$ cat src/rucc_regs.vh
// register offsets, field layouts, reset values and timing counts of the remote update controller
// assumes a plain register port with read data one cycle after the read strobe
//
// How it works
// - remote power-up loads page 000 first
// - failed remote application load falls back to factory
// - only valid remote application may kick watchdog
// - watchdog expiry records cause, reloads factory
// - watchdog is off while factory runs
// - remote application load error records cause, reloads factory
// - clean application load enters user mode
// - at most seven application pages besides factory
// - exactly two modes: remote and local
// - works over serial, sync and async parallel
// - local mode loads single application directly
// - initialization phase precedes user operation
`ifndef RUCC_REGS_VH
`define RUCC_REGS_VH

// ----------------------------------------------------------------
// register offsets
// ----------------------------------------------------------------
`define RUCC_ADDR_CTRL     4'h0
`define RUCC_ADDR_WDT      4'h1
`define RUCC_ADDR_STATUS   4'h2
`define RUCC_ADDR_COUNT    4'h3
`define RUCC_ADDR_CMD      4'h4
`define RUCC_ADDR_KICK     4'h5

// ----------------------------------------------------------------
// control register fields
// ----------------------------------------------------------------
`define RUCC_CTRL_PAGE_LSB 0
`define RUCC_CTRL_PAGE_MSB 2
`define RUCC_CTRL_WDEN_BIT 3
`define RUCC_CTRL_RESET    8'h00

// ----------------------------------------------------------------
// command register bits (write only, self clearing)
// ----------------------------------------------------------------
`define RUCC_CMD_LOAD_APP  0
`define RUCC_CMD_LOAD_FAC  1

// ----------------------------------------------------------------
// cause codes held in the status register
// ----------------------------------------------------------------
`define RUCC_CAUSE_NONE    2'h0
`define RUCC_CAUSE_WDT     2'h1
`define RUCC_CAUSE_CFGERR  2'h2
`define RUCC_CAUSE_USER    2'h3

// ----------------------------------------------------------------
// page values and timing
// ----------------------------------------------------------------
`define RUCC_PAGE_FACTORY  3'h0
`define RUCC_WDT_RESET     32'h0000_ffff
`define RUCC_INIT_NS       100
`define RUCC_CLK_NS        5
`define RUCC_INIT_CYCLES   ((`RUCC_INIT_NS + `RUCC_CLK_NS - 1) / `RUCC_CLK_NS)

`endif

$ cat src/rucc_watchdog.v
// user watchdog counter of the remote update controller
// assumes the caller only raises i_kick for a valid remote application
`timescale 1ns/10ps
module rucc_watchdog #(
   parameter WIDTH = 32
) (
   input  wire             i_mclk,
   input  wire             i_resetn,
   input  wire             i_run,       // user mode, enabled, not factory
   input  wire             i_kick,      // accepted kick
   input  wire [WIDTH-1:0] i_timeout,   // programmed timeout in cycles
   output reg              o_expire,    // expiry flag, held high while running with the count at zero
   output reg  [WIDTH-1:0] o_count      // cycles left
);

   // ----------------------------------------------------------------
   // down counter; held full while idle so a fresh run starts full
   // ----------------------------------------------------------------
   always @(posedge i_mclk) begin
      if (!i_resetn) begin
         o_count  <= {WIDTH{1'b0}};
         o_expire <= 1'b0;
      end else if (!i_run) begin
         o_count  <= i_timeout;
         o_expire <= 1'b0;
      end else if (i_kick) begin
         o_count  <= i_timeout;
         o_expire <= 1'b0;
      end else if (o_count == {WIDTH{1'b0}}) begin
         o_expire <= 1'b1;
      end else begin
         o_count  <= o_count - {{(WIDTH-1){1'b0}}, 1'b1};
         o_expire <= 1'b0;
      end
   end

endmodule

$ cat src/rucc_init_timer.v
// initialization phase timer run after each image load
// assumes i_start is a one-cycle pulse
`timescale 1ns/10ps
module rucc_init_timer #(
   parameter CYCLES = 20
) (
   input  wire i_mclk,
   input  wire i_resetn,
   input  wire i_start,   // image finished loading
   output reg  o_done     // one-cycle pulse when init ends
);

   // ----------------------------------------------------------------
   // counts the init phase; registers reset, pins enabled at the end
   // ----------------------------------------------------------------
   reg [15:0] cnt_q;   // cycles left
   reg        busy_q;  // phase running

   always @(posedge i_mclk) begin
      if (!i_resetn) begin
         cnt_q  <= 16'h0000;
         busy_q <= 1'b0;
         o_done <= 1'b0;
      end else if (i_start) begin
         cnt_q  <= CYCLES[15:0];
         busy_q <= 1'b1;
         o_done <= 1'b0;
      end else if (busy_q && cnt_q <= 16'h0001) begin
         busy_q <= 1'b0;
         o_done <= 1'b1;
      end else begin
         cnt_q  <= busy_q ? cnt_q - 16'h0001 : cnt_q;
         o_done <= 1'b0;
      end
   end

endmodule

$ cat src/rucc_top.v
// remote update configuration control: picks the page to load, supervises
// the application with a watchdog and records why a reload happened
// assumes a paged store that answers o_load_req with i_load_done or i_load_err
`timescale 1ns/10ps
`include "rucc_regs.vh"
module rucc_top #(
   parameter PAGE_W      = 3,
   parameter WDT_W       = 32,
   parameter INIT_CYCLES = `RUCC_INIT_CYCLES
) (
   input  wire              i_mclk,
   input  wire              i_resetn,
   // strap pins, taken after reset release
   input  wire              i_local_mode,   // 1: local update mode
   input  wire [1:0]        i_load_scheme,  // 0 serial, 1 sync par, 2 async par
   // register port
   input  wire [3:0]        i_addr,
   input  wire [31:0]       i_wdata,
   input  wire              i_wr,
   input  wire              i_rd,
   output reg  [31:0]       o_rdata,
   // paged store
   output reg               o_load_req,     // one-cycle pulse: fetch page
   output reg  [PAGE_W-1:0] o_page,         // page being loaded
   input  wire              i_load_done,    // image loaded cleanly
   input  wire              i_load_err,     // image load failed
   // application side
   input  wire              i_app_valid,    // image built for remote update
   input  wire              i_app_kick,     // watchdog reset from application
   input  wire              i_app_reload,   // application asks for factory
   output reg               o_user_mode,    // user mode running
   output reg               o_init,         // init phase: registers reset
   output reg               o_io_en,        // user pins enabled
   output reg               o_factory       // factory image active
);

   // ----------------------------------------------------------------
   // states
   // ----------------------------------------------------------------
   localparam ST_STRAP = 3'h0;  // catch straps after reset
   localparam ST_REQ   = 3'h1;  // issue load request
   localparam ST_LOAD  = 3'h2;  // waiting for store
   localparam ST_INIT  = 3'h3;  // init phase
   localparam ST_USER  = 3'h4;  // user mode

   // ----------------------------------------------------------------
   // decode helper, used by both strobes
   // ----------------------------------------------------------------
   function hit;
      input [3:0] a;
      input [3:0] b;
      begin
         hit = (a == b);
      end
   endfunction

   // ----------------------------------------------------------------
   // state
   // ----------------------------------------------------------------
   reg  [2:0]        state_q;     // controller state
   reg               local_q;     // caught mode strap
   reg  [1:0]        scheme_q;    // caught load scheme
   reg  [PAGE_W-1:0] next_page_q; // page chosen by factory logic
   reg               wden_q;      // watchdog wanted for next app
   reg  [WDT_W-1:0]  timeout_q;   // programmed timeout
   reg  [1:0]        cause_q;     // why last reload happened
   reg               err_seen_q;  // sticky load error flag
   reg               wdt_seen_q;  // sticky watchdog flag
   reg               app_cmd_q;   // factory asked to load app
   reg               fac_cmd_q;   // application asked for factory
   reg               kick_reg_q;  // kick via register
   wire              wdt_expire;  // watchdog fired
   wire [WDT_W-1:0]  wdt_count;   // watchdog remaining
   wire              init_done;   // init phase finished
   wire              wdt_run;     // watchdog counting
   wire              kick_ok;     // accepted kick
   wire              wr_cmd;      // command write
   wire              fac_req;     // factory reload request

   // watchdog only in user mode of an application with it enabled
   assign wdt_run = (state_q == ST_USER) && !o_factory && wden_q && !local_q;
   // kicks from anything but a valid remote application are ignored
   assign kick_ok = wdt_run && i_app_valid && (i_app_kick || kick_reg_q);
   assign wr_cmd  = i_wr && hit(i_addr, `RUCC_ADDR_CMD);
   assign fac_req = fac_cmd_q || i_app_reload;

   // ----------------------------------------------------------------
   // sub blocks
   // ----------------------------------------------------------------
   rucc_watchdog #(
      .WIDTH     (WDT_W)
   ) u_wdt (
      .i_mclk    (i_mclk),
      .i_resetn  (i_resetn),
      .i_run     (wdt_run),
      .i_kick    (kick_ok),
      .i_timeout (timeout_q),
      .o_expire  (wdt_expire),
      .o_count   (wdt_count)
   );

   rucc_init_timer #(
      .CYCLES   (INIT_CYCLES)
   ) u_init (
      .i_mclk   (i_mclk),
      .i_resetn (i_resetn),
      .i_start  (state_q == ST_LOAD && i_load_done),
      .o_done   (init_done)
   );

   // ----------------------------------------------------------------
   // register writes; status flags: hardware set wins over clear
   // ----------------------------------------------------------------
   always @(posedge i_mclk) begin
      if (!i_resetn) begin
         next_page_q <= `RUCC_PAGE_FACTORY;
         wden_q      <= 1'b0;
         timeout_q   <= `RUCC_WDT_RESET;
         app_cmd_q   <= 1'b0;
         fac_cmd_q   <= 1'b0;
         kick_reg_q  <= 1'b0;
      end else begin
         app_cmd_q  <= wr_cmd && i_wdata[`RUCC_CMD_LOAD_APP];
         fac_cmd_q  <= wr_cmd && i_wdata[`RUCC_CMD_LOAD_FAC];
         kick_reg_q <= i_wr && hit(i_addr, `RUCC_ADDR_KICK);
         // only factory logic may steer the next page and watchdog
         if (i_wr && hit(i_addr, `RUCC_ADDR_CTRL) && o_factory) begin
            next_page_q <= i_wdata[`RUCC_CTRL_PAGE_MSB:`RUCC_CTRL_PAGE_LSB];
            wden_q      <= i_wdata[`RUCC_CTRL_WDEN_BIT];
         end
         if (i_wr && hit(i_addr, `RUCC_ADDR_WDT) && o_factory) begin
            timeout_q <= i_wdata[WDT_W-1:0];
         end
      end
   end

   // ----------------------------------------------------------------
   // read port, data valid the cycle after the strobe
   // ----------------------------------------------------------------
   always @(posedge i_mclk) begin
      if (!i_resetn) begin
         o_rdata <= 32'h0000_0000;
      end else if (i_rd) begin
         case (i_addr)
            `RUCC_ADDR_CTRL:   o_rdata <= {28'h0000000, wden_q, next_page_q};
            `RUCC_ADDR_WDT:    o_rdata <= timeout_q;
            `RUCC_ADDR_STATUS: o_rdata <= {21'h000000, scheme_q, local_q, o_factory,
                                          o_page, wdt_seen_q, err_seen_q, cause_q};
            `RUCC_ADDR_COUNT:  o_rdata <= wdt_count;
            default:           o_rdata <= 32'h0000_0000; // unmapped reads zero
         endcase
      end else begin
         o_rdata <= 32'h0000_0000;
      end
   end

   // ----------------------------------------------------------------
   // load controller
   // ----------------------------------------------------------------
   always @(posedge i_mclk) begin
      if (!i_resetn) begin
         state_q     <= ST_STRAP;
         local_q     <= 1'b0;
         scheme_q    <= 2'h0;
         cause_q     <= `RUCC_CAUSE_NONE;
         err_seen_q  <= 1'b0;
         wdt_seen_q  <= 1'b0;
         o_load_req  <= 1'b0;
         o_page      <= `RUCC_PAGE_FACTORY;
         o_user_mode <= 1'b0;
         o_init      <= 1'b0;
         o_io_en     <= 1'b0;
         o_factory   <= 1'b1;
      end else begin
         o_load_req <= 1'b0;
         // a status read clears the sticky flags unless a new event lands
         if (i_rd && hit(i_addr, `RUCC_ADDR_STATUS)) begin
            err_seen_q <= 1'b0;
            wdt_seen_q <= 1'b0;
         end
         case (state_q)
            ST_STRAP: begin
               local_q   <= i_local_mode;
               scheme_q  <= i_load_scheme;
               // local loads its one application; remote starts at factory
               o_page    <= i_local_mode ? {{(PAGE_W-1){1'b0}}, 1'b1}
                                         : `RUCC_PAGE_FACTORY;
               o_factory <= !i_local_mode;
               state_q   <= ST_REQ;
            end
            ST_REQ: begin
               o_load_req  <= 1'b1;
               o_user_mode <= 1'b0;
               o_io_en     <= 1'b0;
               state_q     <= ST_LOAD;
            end
            ST_LOAD: begin
               if (i_load_err) begin
                  if (!o_factory && !local_q) begin
                     cause_q    <= `RUCC_CAUSE_CFGERR;
                     err_seen_q <= 1'b1;
                     o_page     <= `RUCC_PAGE_FACTORY;
                     o_factory  <= 1'b1;
                  end
                  state_q <= ST_REQ;  // retry; a factory or local page stays put
               end else if (i_load_done) begin
                  o_init  <= 1'b1;
                  state_q <= ST_INIT;
               end
            end
            ST_INIT: begin
               if (init_done) begin
                  o_init      <= 1'b0;
                  o_io_en     <= 1'b1;
                  o_user_mode <= 1'b1;
                  state_q     <= ST_USER;
               end
            end
            ST_USER: begin
               if (wdt_expire) begin
                  cause_q    <= `RUCC_CAUSE_WDT;
                  wdt_seen_q <= 1'b1;
                  o_page     <= `RUCC_PAGE_FACTORY;
                  o_factory  <= 1'b1;
                  state_q    <= ST_REQ;
               end else if (o_factory && app_cmd_q && !local_q &&
                            next_page_q != `RUCC_PAGE_FACTORY) begin
                  // factory hands over to the chosen application page
                  o_page    <= next_page_q;
                  o_factory <= 1'b0;
                  state_q   <= ST_REQ;
               end else if (!o_factory && fac_req && !local_q) begin
                  cause_q   <= `RUCC_CAUSE_USER;
                  o_page    <= `RUCC_PAGE_FACTORY;
                  o_factory <= 1'b1;
                  state_q   <= ST_REQ;
               end
            end
            default: begin
               state_q <= ST_STRAP;
            end
         endcase
      end
   end

endmodule

$ cat config.mk
export PLATFORM = sky130hd
export DESIGN_NAME = rucc_top
export DESIGN_NICKNAME = d
export VERILOG_FILES = /design/src/rucc_watchdog.v /design/src/rucc_init_timer.v /design/src/rucc_top.v
export VERILOG_INCLUDE_DIRS = /design/src
export SDC_FILE = /design/constraint.sdc
export NUM_CORES = 1
export LEC_CHECK = 0
export BUFFER_PORTS_ARGS = -buffer_cell sky130_fd_sc_hd__clkbuf_2
export CAP_MARGIN = 20
export CORE_MARGIN = 5
export CORE_UTILIZATION = 60
export DETAILED_ROUTE_END_ITERATION = 8
export GPL_ROUTABILITY_DRIVEN = 0
export MAX_ROUTING_LAYER = met4
export PLACE_DENSITY = 0.9
export REMOVE_ABC_BUFFERS = 1
export SETUP_SLACK_MARGIN = 0.5
export SLEW_MARGIN = 10
export SYNTH_ARGS = -nofsm -noshare
export SYNTH_HDL_FRONTEND = slang
export SYNTH_SLANG_ARGS = --single-unit
export TNS_END_PERCENT = 5
$ cat constraint.sdc
create_clock -name i_mclk -period 6.9 [get_ports i_mclk]
set_clock_uncertainty 0.15 [all_clocks]
set_input_delay 1.38 -clock i_mclk [delete_from_list [all_inputs] [get_ports i_mclk]]
set_output_delay 1.38 -clock i_mclk [all_outputs]
set_load 0.01 [all_outputs]
==> results.txt <==
Post-Syn Instances - 689
Synth Area in Compound Gates - 13.9%
Synth area leader - dfxtp_1
# rows - 35
Setup bufs post-CTS - 0
PostCTS Resize Cnt - 0
Syn. warnings - 0
Required time of the worst setup path - 7.23 ns
CTS tree - yes
Clk sinks - 139
Hold path depth - 2
GRT Util Overall - 26.9%
Core ar. - 0.00933 sq mm
Detailed Routing Iterations Pass 1 - 6
Adder-Cell Fraction of Synth Area - 0.650%
Peak supply drop - 0.139 mV
Worst r2r dst - u_wdt.o_count[13]
Placed Area - 0.00627 sq mm
Largest net degree at the start of global routing - 46
IO Pins - 88
CP startpoint kind - primary input
First-pass GRT wire length - 24300 um
Endpoint class of the critical path - flop
Die width - 108 um
Post-DR vias/cell - 5.95
DP HPWL - 9730 um
Filler cells - 678
Synth cell count leaders - dfxtp_1 (139), nand2_1 (124), nor2_1 (83)
Rel. slew slack - 38.6%
Root Buffer - clkbuf_8
WP data arrival - 3.56 ns
GRT Residual Overflow - 0
Pre-CTS setup slack - 3.21 ns
Reg2reg start - u_wdt.o_count[0]
DR vias - 5376
Power density over the cells - 272 mW/mm^2
Max Cap Viol - 0
Worst Hold End - err_seen_q
Actual slew at the worst max-slew pin - 0.919 ns
RSZ-0062 raised after global routing - false
Post-synthesis xor/xnor area fraction - 5.31%
Async set or reset register ratio after synthesis - 0%
Seq/Total Area, Yosys - 48.2%
Initial cell density of the core - 61.9%
Total Power - 1.87 mW
Clk buf depth - 2
Fin crit period - 3.24 ns
Crit-path most repeated cell - nand3_1
EDFF count, synth - 0
HP Class - flop to flop
Largest family of logic cells by synthesized area - simple AND/OR/NAND/NOR gates
ANT nets after route - 0
Simple-gate portion of the synthesized area - 26.0%
Setup slack, reg-to-reg - 3.67 ns
Nets@finish - 814
Buffers & Inverters on Critical Path - 1
Setup WS post-layout - 3.66 ns
Crit-path cells - clkbuf_2, o21ai_0, nand3_1, nor2_1, nand3_1, a21oi_1, a21o_1
Synth unique cells - 53
Final hold vios - 0
Reg2reg path depth - 8
Post-Place Cells - 873
# setup viols final - 0
Final WL - 14900 um
Worst stage delay on the critical path - 0.81 ns
Most frequent cell after synthesis - dfxtp_1
Post-route DRC - 0
Hold Buf Count CTS - 0
Leakage - 2.70 nW
DR WL/cell - 16.5 um
Setup CP Type - primary input to flop
Final non-filler cell total - 904
Number of synthesized register bits - 139
Outcome - completed
Top delay family on crit path - simple AND/OR/NAND/NOR gates
Multiplexer area fraction after synthesis - 2.95%
Ant diodes - 0
Fin area - 0.00686 sq mm
Synth top area cells - dfxtp_1 (48%), nand2_1 (8.1%), nor2_1 (5.4%), a22oi_1 (4.2%), a21oi_1 (3.6%)
Initial antenna violation count - 0
Synthesized area - 0.00577 sq mm
Yosys top cell area share - 48.2%
Max-slew violations - 0
Post-synth top flop - dfxtp_1
Port bufs - 87
DIE HEIGHT - 108 um
Clock Pin Slew Worst Setup and Hold Paths - 0.06 ns
H-tree depth - 4
Hold path start - err_seen_q
Synthesized area per cell - 8.38 sq um
FMAX - 309 MHz
Final period util - 46.9%
Worst-skew pair later-pin latency - 0.53 ns
Total negative slack - 0 ns
Share of layout cells above drive strength 1 - 18.5%
Crit path max-delay cell type - nand3_1
1st-iter DRT viols - 404
Syn-to-layout area delta - 18.9%
DIE AREA - 0.0117 sq mm
Total CTS buffers - 17
Vias in the first global route - 5135
Max FO, Critical Path - 23
cell type report:
cell class	instances	area [sq um]	area share, %
inverters	7	26.3	0.383
multi-input cells	506	2830	41.2
flip-flops and latches	139	2780	40.5
clock inverters	13	166	2.42
clock buffers	18	428	6.24
repair buffers	92	473	6.89
well taps	129	161	2.35
cell families after synthesis:
family / after synthesis
adders and majority gates: 3
DFF: 139
and+or+nand+nor: 323
buffers and inverters: 44
muxes: 16
AOI/OAI and AO/OA: 129
xor gates and xnor gates: 35
cells in the final DEF, fill, tap and decap left out, types with 3 or more instances in the layout:
cell / n
mux2i_1: 8
a21o_1: 3
a21oi_1: 41
nor2_1: 83
bufinv_16: 3
o31ai_1: 4
nand4b_1: 3
ha_1: 3
buf_4: 5
or3_1: 6
nor3_1: 21
inv_6: 3
inv_1: 6
xnor2_1: 22
clkbuf_16: 16
nand2b_1: 4
nand2_1: 124
a22oi_1: 32
clkinvlp_4: 3
or4_1: 6
and2_1: 3
xor2_1: 13
nand3_1: 35
nor4_1: 9
mux2_2: 8
nor3b_1: 6
dfxtp_1: 139
o21ai_1: 20
clkbuf_2: 87
nand4_1: 6
o21ai_0: 11
per-stage QoR:
stage                     util (%)  hold slack, ns
final                         73.6           0.311
after global placement        67.2           0.297
after global routing          73.6           0.333
after CTS                     73.6           0.314
after detailed placement      67.2           0.305
after floorplan                  -           0.284
tightest hold or removal path: cells and delay by family (launching register included):
kind,cells,cell delay (ns)
flip-flops,1,0.31
AND/OR/NAND/NOR,1,0.05
AO/OA/AOI/OAI,1,0.05
how the worst max path moves through the flow:
stage                          start           endpoint  slack, ns  depth (start not counted)
floorplan                  i_addr[3]      timeout_q[16]       3.00                          5
global placement          i_app_kick  u_wdt.o_count[13]       3.30                          7
detailed placement        i_app_kick  u_wdt.o_count[13]       3.21                          7
CTS                 u_wdt.o_count[0]  u_wdt.o_count[13]       3.69                          8
global route        u_wdt.o_count[0]  u_wdt.o_count[13]       3.42                          8
finish                    i_app_kick  u_wdt.o_count[13]       3.66                          7
flip-flops by register name, summed over array words and instances, names as in the netlist, 3 cells and up:
signal	cells
state_q	3
o_rdata	32
u_wdt.o_count	32
next_page_q	3
u_init.cnt_q	16
timeout_q	32
o_page	3
power breakdown:
| group | internal (mW) | switching (mW) |
|---|---|---|
| combinational | 0.0437 | 0.0621 |
| sequential | 0.820 | 0.0203 |
| clock | 0.561 | 0.358 |
metal layers:
layer / routed length [um] / share of wire [%] / track usage [%]
met2: 7300 / 49 / 44.5
met1: 6140 / 41 / 32.2
met3: 1130 / 7.6 / 5.67
met4: 310 / 2.1 / 10.6
met5: 0 / 0 / -
No activity file was read; power rests on OpenSTA's default activity.
